--- src/rtl/ax25c_pkg.sv ---
package ax25c_pkg;
	localparam int OCT_W = 8;
	localparam logic [4:0] A_CMD = 5'h00;
	localparam logic [4:0] A_RX = 5'h04;
	localparam logic [4:0] A_STAT = 5'h08;
	localparam logic [4:0] A_TXO = 5'h0c;
	localparam logic [4:0] A_EV = 5'h10;
	localparam int F_PF = 4;
	localparam int F_UICMD = 5;
	localparam int F_GO = 8;
	localparam int F_RX_W = 10;
	localparam int EV_W = 4;
	localparam logic [2:0] SEQ_RST = 3'h0;
	localparam logic [2:0] WIN_MAX = 3'h7;
	localparam logic [1:0] S_TAG = 2'h1;
	localparam logic [1:0] S_RR = 2'h0;
	localparam logic [1:0] S_RNR = 2'h1;
	localparam logic [1:0] S_REJ = 2'h2;
	localparam logic [1:0] S_BAD = 2'h3;
	localparam logic [7:0] U_MASK = 8'hef;
	localparam logic [7:0] U_SABM = 8'h2f;
	localparam logic [7:0] U_DISC = 8'h43;
	localparam logic [7:0] U_DM = 8'h0f;
	localparam logic [7:0] U_UA = 8'h63;
	localparam logic [7:0] U_FRMR = 8'h87;
	localparam logic [7:0] U_UI = 8'h03;
	typedef enum logic [3:0] {
		K_I = 4'h0, K_RR = 4'h1, K_RNR = 4'h2, K_REJ = 4'h3,
		K_SABM = 4'h4, K_DISC = 4'h5, K_UI = 4'h6, K_FRMR = 4'h7,
		K_DM = 4'h8, K_UA = 4'h9
	} ax25c_kind_t;
	typedef enum logic [3:0] {
		ST_DISC = 4'b0001, ST_CWAIT = 4'b0010,
		ST_CONN = 4'b0100, ST_DWAIT = 4'b1000
	} ax25c_st_t;
	typedef enum logic [1:0] {
		ACT_NONE = 2'h0, ACT_UP = 2'h1, ACT_DOWN = 2'h2
	} ax25c_act_t;
	typedef struct packed {
		logic cmd;
		logic [7:0] oct;
	} ax25c_tx_t;
	typedef struct packed {
		logic is_cmd;
		logic fcs_ok;
		logic [7:0] oct;
	} ax25c_rx_t;
endpackage

--- src/rtl/ax25c_engine.sv ---
`timescale 1ns/1ps
`default_nettype none
// Contract
// - Control octet goes out bit 0 first
// - I frame: bit0 zero, N(S), P/F, N(R)
// - S frame: bits 01, V(R) untouched
// - U frame: bits 11, modifier and P/F
// - S codes RR 00, RNR 01, REJ 10
// - Modulo-8 numbering, at most seven outstanding
// - V(S) fills N(S), advances after send
// - V(R) advances on in-sequence good I frame
// - N(R) loaded from V(R) before sending
// - Poll demands final reply, one outstanding
// - S frames only ever sent as responses
// - RR acknowledges and clears peer busy
// - RNR marks busy, stops I frame sending
// - UA, RR, REJ, SABM clear local busy
// - REJ restarts sending from N(R)
// - Single reject condition, cleared on recovery
// - SABM and DISC command codes
// - DM and UA response codes
// - FRMR and UI codes
// - SABM connects, DISC ends the session
// - Disconnected: answer commands with DM, F=1
// - U command acted on after UA sent
// - Bad or FCS-failed frames silently ignored
// - Out-of-sequence I info dropped, control used
module ax25c_engine
	import ax25c_pkg::*;
(
	input wire logic clk_i,
	input wire logic rst_i,
	input wire logic wb_cyc_i,
	input wire logic wb_stb_i,
	input wire logic wb_we_i,
	input wire logic [4:0] wb_adr_i,
	input wire logic [3:0] wb_sel_i,
	input wire logic [31:0] wb_dat_i,
	output logic [31:0] wb_dat_o,
	output logic wb_ack_o,
	output logic tx_bit_o,
	output logic tx_valid_o,
	output logic tx_cmd_o,
	output logic info_ok_o,
	output logic info_drop_o,
	output logic connected_o
);
	ax25c_st_t st, next_st;
	ax25c_act_t act, next_act, rp_act, next_rp_act;
	ax25c_kind_t reply_k, next_rk;
	logic [2:0] vs, vr, va, next_vs, next_vr, next_va;
	logic lbusy, pbusy, rej, poll, reply_pend, reply_f, inf_i;
	logic next_lb, next_pb, next_rej, next_poll, next_rp, next_rf;
	logic next_infi;
	logic [EV_W-1:0] ev;
	logic [7:0] txo;
	logic ser_busy, ser_done;
	function automatic logic [7:0] build(input ax25c_kind_t k,
			input logic p, input logic [2:0] s, input logic [2:0] r);
		case (k)
			K_I: build = {r, p, s, 1'b0};
			K_RR: build = {r, p, S_RR, S_TAG};
			K_RNR: build = {r, p, S_RNR, S_TAG};
			K_REJ: build = {r, p, S_REJ, S_TAG};
			K_SABM: build = {U_SABM[7:5], p, U_SABM[3:0]};
			K_DISC: build = {U_DISC[7:5], p, U_DISC[3:0]};
			K_DM: build = {U_DM[7:5], p, U_DM[3:0]};
			K_UA: build = {U_UA[7:5], p, U_UA[3:0]};
			K_FRMR: build = {U_FRMR[7:5], p, U_FRMR[3:0]};
			default: build = {U_UI[7:5], p, U_UI[3:0]};
		endcase
	endfunction
	// Bus decode
	wire acc = wb_cyc_i & wb_stb_i & ~wb_ack_o;
	wire wr = acc & wb_we_i & wb_sel_i[0] & wb_sel_i[1];
	wire wr_cmd = wr & (wb_adr_i == A_CMD);
	wire wr_rx = wr & (wb_adr_i == A_RX);
	wire wr_ev = wr & (wb_adr_i == A_EV);
	wire conn = st == ST_CONN;
	wire [2:0] outst = 3'(vs - va);
	// Software transmit request
	wire sw_go = wr_cmd & wb_dat_i[F_GO];
	ax25c_kind_t kind;
	assign kind = ax25c_kind_t'(wb_dat_i[3:0]);
	wire pfw = wb_dat_i[F_PF];
	wire ui_cmd = wb_dat_i[F_UICMD];
	wire is_sk = kind == K_RR || kind == K_RNR || kind == K_REJ;
	wire sw_cmdf = kind == K_I || kind == K_SABM || kind == K_DISC
		|| (kind == K_UI && ui_cmd);
	// Only one poll may be outstanding; a second poll bit is stripped
	wire sw_poll = pfw & sw_cmdf & ~poll;
	wire sw_pf = sw_cmdf ? sw_poll : pfw;
	wire i_bad = kind == K_I
		&& (!conn || pbusy || outst == WIN_MAX);
	wire k_bad = kind > K_FRMR || (is_sk && !conn)
		|| (kind == K_REJ && rej);
	wire sw_ref = ser_busy | reply_pend | i_bad | k_bad;
	wire ld_sw = sw_go & ~sw_ref;
	wire ld_reply = reply_pend & ~ser_busy;
	wire ld_any = ld_sw | ld_reply;
	ax25c_tx_t tx_d;
	// S frames always leave as responses
	assign tx_d = ld_reply ? {1'b0, build(reply_k, reply_f, vs, vr)}
		: {sw_cmdf, build(kind, sw_pf, vs, vr)};
	// Received control octet decode
	ax25c_rx_t rx;
	assign rx = ax25c_rx_t'(wb_dat_i[F_RX_W-1:0]);
	wire [7:0] u = rx.oct & U_MASK;
	wire pbit = rx.oct[F_PF];
	wire [2:0] nr = rx.oct[7:5];
	wire [2:0] ns = rx.oct[3:1];
	wire [1:0] sf = rx.oct[3:2];
	wire is_i = ~rx.oct[0];
	wire is_s = rx.oct[1:0] == S_TAG && sf != S_BAD;
	wire is_u = rx.oct[1:0] == 2'b11 && (u == U_SABM || u == U_DISC
		|| u == U_DM || u == U_UA || u == U_FRMR || u == U_UI);
	wire rx_ok = wr_rx & rx.fcs_ok & (is_i | is_s | is_u);
	// A reply still waiting to go out blocks new frames
	wire rx_take = rx_ok & ~reply_pend;
	wire rx_sabm = is_u && u == U_SABM && rx.is_cmd;
	wire i_seq = rx_take && conn && is_i && ns == vr;
	wire i_oos = rx_take && conn && is_i && ns != vr;
	always_comb begin
		next_st = st;
		next_act = act;
		next_vs = vs;
		next_vr = vr;
		next_va = va;
		next_lb = lbusy;
		next_pb = pbusy;
		next_rej = rej;
		next_poll = poll;
		next_rp = reply_pend;
		next_rk = reply_k;
		next_rf = reply_f;
		next_rp_act = rp_act;
		next_infi = inf_i;
		if (ser_done) begin
			if (inf_i) begin
				next_vs = 3'(vs + 3'h1);
			end
			// UA has left: only now does the received command take hold
			if (act == ACT_UP) begin
				next_st = ST_CONN;
				next_vs = SEQ_RST;
				next_vr = SEQ_RST;
				next_va = SEQ_RST;
				next_pb = 1'b0;
				next_rej = 1'b0;
			end else if (act == ACT_DOWN) begin
				next_st = ST_DISC;
			end
			next_act = ACT_NONE;
			next_infi = 1'b0;
		end
		if (ld_reply) begin
			next_rp = 1'b0;
			next_act = rp_act;
			next_infi = 1'b0;
			if (reply_k == K_RR || reply_k == K_UA) begin
				next_lb = 1'b0;
			end
		end
		if (ld_sw) begin
			next_infi = kind == K_I;
			next_act = ACT_NONE;
			if (sw_poll) begin
				next_poll = 1'b1;
			end
			case (kind)
				K_SABM: begin
					next_st = ST_CWAIT;
					next_lb = 1'b0;
				end
				K_DISC: next_st = ST_DWAIT;
				K_RR: next_lb = 1'b0;
				K_RNR: next_lb = 1'b1;
				K_REJ: begin
					next_lb = 1'b0;
					next_rej = 1'b1;
				end
				default: ;
			endcase
		end
		if (rx_take) begin
			if (!rx.is_cmd && pbit) begin
				next_poll = 1'b0;
			end
			if (rx_sabm) begin
				next_rp = 1'b1;
				next_rk = K_UA;
				next_rf = pbit;
				next_rp_act = ACT_UP;
			end else if (rx.is_cmd && !conn) begin
				next_rp = 1'b1;
				if (st == ST_DWAIT && is_u && u == U_DISC) begin
					next_rk = K_UA;
					next_rf = pbit;
					next_rp_act = ACT_DOWN;
				end else begin
					next_rk = K_DM;
					next_rf = 1'b1;
					next_rp_act = ACT_NONE;
				end
			end else if (!conn) begin
				if (is_u && u == U_UA && st == ST_CWAIT) begin
					next_st = ST_CONN;
					next_vs = SEQ_RST;
					next_vr = SEQ_RST;
					next_va = SEQ_RST;
					next_pb = 1'b0;
					next_rej = 1'b0;
				end else if (is_u && (u == U_UA || u == U_DM)
						&& st != ST_DISC) begin
					next_st = ST_DISC;
				end
			end else if (is_u && u == U_DISC && rx.is_cmd) begin
				next_rp = 1'b1;
				next_rk = K_UA;
				next_rf = pbit;
				next_rp_act = ACT_DOWN;
			end else if (is_u && u == U_DM) begin
				next_st = ST_DISC;
			end else if (is_i || is_s) begin
				next_va = nr;
				if (i_seq) begin
					next_vr = 3'(vr + 3'h1);
					next_rej = 1'b0;
				end
				if (is_s) begin
					next_pb = sf == S_RNR;
					if (sf == S_REJ) begin
						next_vs = nr;
					end
				end
				if (rx.is_cmd && pbit) begin
					next_rp = 1'b1;
					next_rk = lbusy ? K_RNR : K_RR;
					next_rf = 1'b1;
					next_rp_act = ACT_NONE;
				end
			end
		end
	end
	// Read mux; unmapped reads answer zero
	wire [31:0] stat = {10'h0, ser_busy, reply_pend, poll, rej, pbusy,
		lbusy, outst, st, va, vr, vs};
	wire [31:0] rd = wb_adr_i == A_STAT ? stat
		: wb_adr_i == A_TXO ? {23'h0, tx_cmd_o, txo}
		: wb_adr_i == A_EV ? {28'h0, ev} : 32'h0;
	// Event set beats a same-cycle write-one clear
	// A failed or invalid frame leaves no trace, not even an event
	wire [EV_W-1:0] ev_set = {rx_ok & ~rx_take, sw_go & sw_ref,
		i_oos, i_seq};
	always_ff @(posedge clk_i) begin
		if (rst_i) begin
			st <= ST_DISC;
			act <= ACT_NONE;
			vs <= SEQ_RST;
			vr <= SEQ_RST;
			va <= SEQ_RST;
			{lbusy, pbusy, rej, poll, reply_pend, reply_f} <= 6'h0;
			reply_k <= K_RR;
			rp_act <= ACT_NONE;
			inf_i <= 1'b0;
		end else begin
			st <= next_st;
			act <= next_act;
			vs <= next_vs;
			vr <= next_vr;
			va <= next_va;
			{lbusy, pbusy, rej, poll} <= {next_lb, next_pb, next_rej,
				next_poll};
			{reply_pend, reply_f} <= {next_rp, next_rf};
			reply_k <= next_rk;
			rp_act <= next_rp_act;
			inf_i <= next_infi;
		end
	end
	always_ff @(posedge clk_i) begin
		if (rst_i) begin
			wb_ack_o <= 1'b0;
			wb_dat_o <= 32'h0;
			ev <= '0;
			txo <= 8'h0;
			{info_ok_o, info_drop_o, connected_o} <= 3'h0;
		end else begin
			wb_ack_o <= acc;
			if (acc && !wb_we_i) begin
				wb_dat_o <= rd;
			end
			ev <= (ev & ~(wr_ev ? wb_dat_i[EV_W-1:0] : '0)) | ev_set;
			if (ld_any) begin
				txo <= tx_d.oct;
			end
			info_ok_o <= i_seq;
			info_drop_o <= i_oos;
			connected_o <= next_st == ST_CONN;
		end
	end
	ax25c_ser #(
		.W(OCT_W)
	) u_ser (
		.clk_i(clk_i),
		.rst_i(rst_i),
		.load_i(ld_any),
		.din_i(tx_d),
		.bit_o(tx_bit_o),
		.valid_o(tx_valid_o),
		.cmd_o(tx_cmd_o),
		.busy_o(ser_busy),
		.done_o(ser_done)
	);
endmodule
`default_nettype wire

--- src/rtl/ax25c_ser.sv ---
`timescale 1ns/1ps
`default_nettype none
module ax25c_ser
	import ax25c_pkg::*;
#(
	parameter int W = OCT_W
) (
	input wire logic clk_i,
	input wire logic rst_i,
	input wire logic load_i,
	input wire ax25c_tx_t din_i,
	output logic bit_o,
	output logic valid_o,
	output logic cmd_o,
	output logic busy_o,
	output logic done_o
);
	if (W != OCT_W) begin : g_chk
		$error("ax25c_ser: W must equal the octet width");
	end
	logic [W-1:0] sh;
	logic [4:0] cnt;
	assign bit_o = sh[0];
	assign valid_o = cnt != 5'h0;
	// Done cycle counts as busy so the engine sees settled sequence state
	assign busy_o = valid_o | done_o;
	always_ff @(posedge clk_i) begin
		if (rst_i) begin
			sh <= '0;
			cnt <= 5'h0;
			cmd_o <= 1'b0;
			done_o <= 1'b0;
		end else begin
			done_o <= 1'b0;
			if (load_i && !busy_o) begin
				sh <= din_i.oct;
				cnt <= 5'(W);
				cmd_o <= din_i.cmd;
			end else if (valid_o) begin
				sh <= sh >> 1;
				cnt <= cnt - 5'h1;
				done_o <= cnt == 5'h1;
			end
		end
	end
endmodule
`default_nettype wire

--- config.mk ---
export PLATFORM = sky130hd
export DESIGN_NAME = ax25c_engine
export DESIGN_NICKNAME = d
export VERILOG_FILES = /design/src/rtl/ax25c_pkg.sv /design/src/rtl/ax25c_engine.sv /design/src/rtl/ax25c_ser.sv
export SDC_FILE = /design/constraint.sdc
export NUM_CORES = 1
export LEC_CHECK = 0
export BUFFER_PORTS_ARGS = -buffer_cell sky130_fd_sc_hd__buf_2
export CAP_MARGIN = 15
export CORE_MARGIN = 5
export CORE_UTILIZATION = 55
export CTS_CLUSTER_DIAMETER = 40
export DETAILED_ROUTE_END_ITERATION = 12
export GPL_TIMING_DRIVEN = 0
export PLACE_DENSITY = 0.89
export SYNTH_ARGS = -nofsm -noshare
export SYNTH_HDL_FRONTEND = slang
export SYNTH_SLANG_ARGS = --single-unit
--- constraint.sdc ---
create_clock -name clk_i -period 5.8 [get_ports clk_i]
set_clock_uncertainty 0.05 [all_clocks]
set_input_delay 0.58 -clock clk_i [delete_from_list [all_inputs] [get_ports clk_i]]
set_output_delay 0.58 -clock clk_i [all_outputs]
set_load 0.005 [all_outputs]
==> results.py <==
metrics = {
    "clock_tree": {
        "postCtsSetupRepairBufs": 0,
        "ctsHoldBuffers": 0,
        "cts.reportedPaths.clkPinSlew_ns": 0.09,
        "clock-root-buffer": "clkbuf_8",
        "htreeDepth": 3,
        "clk_path_buf_depth": 2,
        "cts_resized": 0,
        "clock_sinks": 80,
        "cts_buffers": 9,
        "cts_tree": "built",
        "clk_latency_ns": 0.36,
    },
    "detailed_routing": {
        "viasPerCell": 6.32,
        "wl_mm": 13.6,
        "drt_iter0_drc": 450,
        "wl_per_cell_um": 18.9,
        "drc_errors": 0,
        "dr.pass1.iters": 5,
        "antenna_left": 0,
        "num_vias": 4553,
    },
    "sta": {
        "min_period_over_period_pct": 54.6,
        "setup_viol": 0,
        "final.setup.worst_slack_ns": 2.64,
        "hold_ws_ns": 0.403,
        "final.min_clock_period_ns": 3.16,
        "worst_pin_slew_ns": 0.886,
        "hold_viol": 0,
        "tns_ns": 0,
        "drv_slew": 0,
        "rsz0062_at_grt": "no",
        "fmaxAchievable_ghz": 0.316,
        "relSlewSlack_pct": 40.4,
    },
    "cells_and_area": {
        "postLayoutCellArea_um2": 4970,
        "drive_above_1_share_pct": 16.8,
        "fin_util_pct": 64.3,
        "n_fill_cell": 688,
        "nets": 667,
        "area_growth_pct": 13.3,
        "diodes": 0,
        "instances_no_fill": 720,
    },
    "synthesis": {
        "synth_top_family_by_area": "simple AND/OR/NAND/NOR gates",
        "syn_inst": 545,
        "synth_fa_ha_area_share_pct": 2.45,
        "yosys.area_share.simple_pct": 29.4,
        "synth_area_leader_cell": "dfxtp_1",
        "ys.flop_type": "dfxtp_1",
        "synth.area.mux_share_pct": 1.88,
        "synth_top_area_share_pct": 36.5,
        "synthArstFlopShare_pct": 0,
        "yosysUniqueCellTypes": 68,
        "postSynthAreaPerCell_um2": 8.04,
        "syn_area_um2": 4380,
        "synth_compound_area_share_pct": 20.1,
        "yosys_warnings": 0,
        "synth_xor_area_share_pct": 2.51,
        "yosysSeqAreaShare_pct": 36.5,
        "synth-seq-cells": 80,
        "synth_edf_count": 0,
        "ys_top_cells_by_area": "dfxtp_1 (37%), nor2_1 (5.4%), nand2_1 (4.9%)",
    },
    "critical_path": {
        "path_common_cell": "inv_1",
        "r2r.worst_path.cells": 11,
        "cp_cell_sequence": "inv_1 > ha_1 > inv_1 > fa_1 > xnor3_1 > and4b_1 > nor4b_2 > buf_4 > nor2_2 > or3_1 > a21oi_1",
        "crit_path_top_delay_cell": "dfxtp_1",
        "r2r_slack_ns": 2.64,
        "worstPathArrival_ns": 3.40,
        "crit_fanout": 10,
        "end_kind": "flop",
        "timing.rr.end": "u_ser.cmd_o",
        "worstSetupPathType": "flop to flop",
        "slowest_delay_ns": 0.38,
        "cp.required_ns": 6.04,
        "worstReg2RegStart": "vs[0]",
        "cp-start-kind": "flop",
    },
    "power": {
        "peakVddDrop_mv": 0.201,
        "power_density_nw_per_um2": 248,
        "leakage_nw": 1.93,
        "p_total_mw": 1.23,
    },
    "placed_design": {
        "dp.cells": 704,
        "hpwl_mm": 10.4,
        "place_congestion": 0.961,
        "dp_slack_ns": 2.71,
        "io_buffers": 48,
        "placed_area_um2": 4790,
    },
    "worst_hold_path": {
        "hold_path.class": "flop to flop",
        "min_from": "wb_dat_o[13]",
        "min_to": "wb_dat_o[13]",
        "worstHoldPathCells": 2,
    },
    "die": {
        "initial_utilization_pct": 56.7,
        "rows": 32,
        "coreArea_um2": 7730,
        "die_area_um2": 9860,
        "ios": 85,
        "fp.dieH_um": 99.3,
        "die_width_um": 99.3,
    },
    "global_route": {
        "grt-ovfl-total": 0,
        "grt_max_degree": 16,
        "grt_pass1_wl_mm": 21.7,
        "grt_pass1_vias": 4245,
        "antenna_found_initial": 0,
        "grt_usage_pct": 27.8,
    },
    "job": {
        "maxCapViolCount": 0,
    },
    "status": {
        "status": "finished, final reports clean",
    },
}
## worst max-delay path by stage
stage | start | endpoint | slack (ns) | depth (start not counted)
after floorplan | vs[0] | st[0] | 2.99 | 11
after global placement | vs[0] | st[0] | 2.69 | 11
after detailed placement | vs[0] | st[0] | 2.71 | 11
after CTS | vs[0] | st[0] | 2.67 | 11
after global routing | vs[0] | st[0] | 2.53 | 11
final | vs[0] | u_ser.cmd_o | 2.64 | 11
## sequential cells by signal (all words and copies together) (netlist names), 2 cells and up
register   count
act            2
u_ser.sh       8
ev             4
wb_dat_o      22
u_ser.cnt      5
vs             3
txo            8
rp_act         2
st             4
reply_k        3
vr             3
va             3
## cell usage in the layout, fill, tap and decap left out, types with 5 or more instances in the layout
| master | instances |
|---|---|
| dfxtp_1 | 80 |
| nor2_1 | 63 |
| buf_2 | 58 |
| nand2_1 | 57 |
| a21oi_1 | 35 |
| inv_1 | 21 |
| clkbuf_1 | 20 |
| nand3_1 | 20 |
| o21ai_0 | 20 |
| nor3_1 | 17 |
| a22oi_1 | 13 |
| nor4_1 | 11 |
| buf_4 | 11 |
| conb_1 | 10 |
| clkbuf_8 | 9 |
| a211oi_1 | 8 |
| and3_1 | 8 |
| xnor2_1 | 8 |
| a31oi_1 | 8 |
| nor2b_1 | 7 |
| ha_1 | 7 |
| o211ai_1 | 6 |
| nor3b_1 | 6 |
| mux2i_1 | 6 |
| and2_1 | 5 |
| or4b_2 | 5 |
| or3_1 | 5 |
| nand2b_1 | 5 |
| nor4b_1 | 5 |
| a221oi_1 | 5 |
## cell families after synthesis
logic type	count (synthesis)
AND/OR/NAND/NOR	240
AO/OA/AOI/OAI	130
flip-flops	80
buffers and inverters	67
XOR/XNOR	11
adder cells (fa/ha/maj)	8
multiplexers	8
other	1
## metal layers
layer  vias up  wire length, um  GRT usage [%]
li1       2093                -              -
met5         -                0              0
met3        55             1480           6.24
met4         0              580           12.6
met1      2116             5180           34.9
met2       289             6360           45.4
## cell usage after synthesis (8+ instances only)
master,number
a211oi_1,8
and3_1,8
nor3_1,17
a31oi_1,8
o21ai_0,20
buf_2,10
nor4_1,11
nor2_1,63
a22oi_1,13
inv_1,21
clkbuf_1,20
nand3_1,20
dfxtp_1,80
nand2_1,57
xnor2_1,8
a21oi_1,35
buf_4,11
## final cells by class
cell class                      count  area, um^2  area share, %
Tap cell                          102         128           2.57
Buffer                             46         228           4.59
Clock buffer                        9         124           2.49
Timing Repair Buffer               48         240           4.84
Multi-Input combinational cell    407        2510           50.5
Clock inverter                      7        56.3           1.13
Inverter                           21        78.8           1.59
Sequential cell                    80        1600           32.3
## power breakdown
part | total [mW] | internal [mW] | switching, mW
Sequential | 0.584 | 0.567 | 0.0167
Combinational | 0.260 | 0.0947 | 0.165
Clock | 0.389 | 0.160 | 0.229
Total | 1.23 | 0.822 | 0.411
## critical path: cells and delay by family, from the launching register on
family	cells	cell delay, ns
AO/OA/AOI/OAI	1	0.14
XOR/XNOR	1	0.38
adder cells (fa/ha/maj)	2	0.54
buffers and inverters	3	0.51
flip-flops	1	0.38
AND/OR/NAND/NOR	4	1.09
No activity file was read; power rests on OpenSTA's default activity.
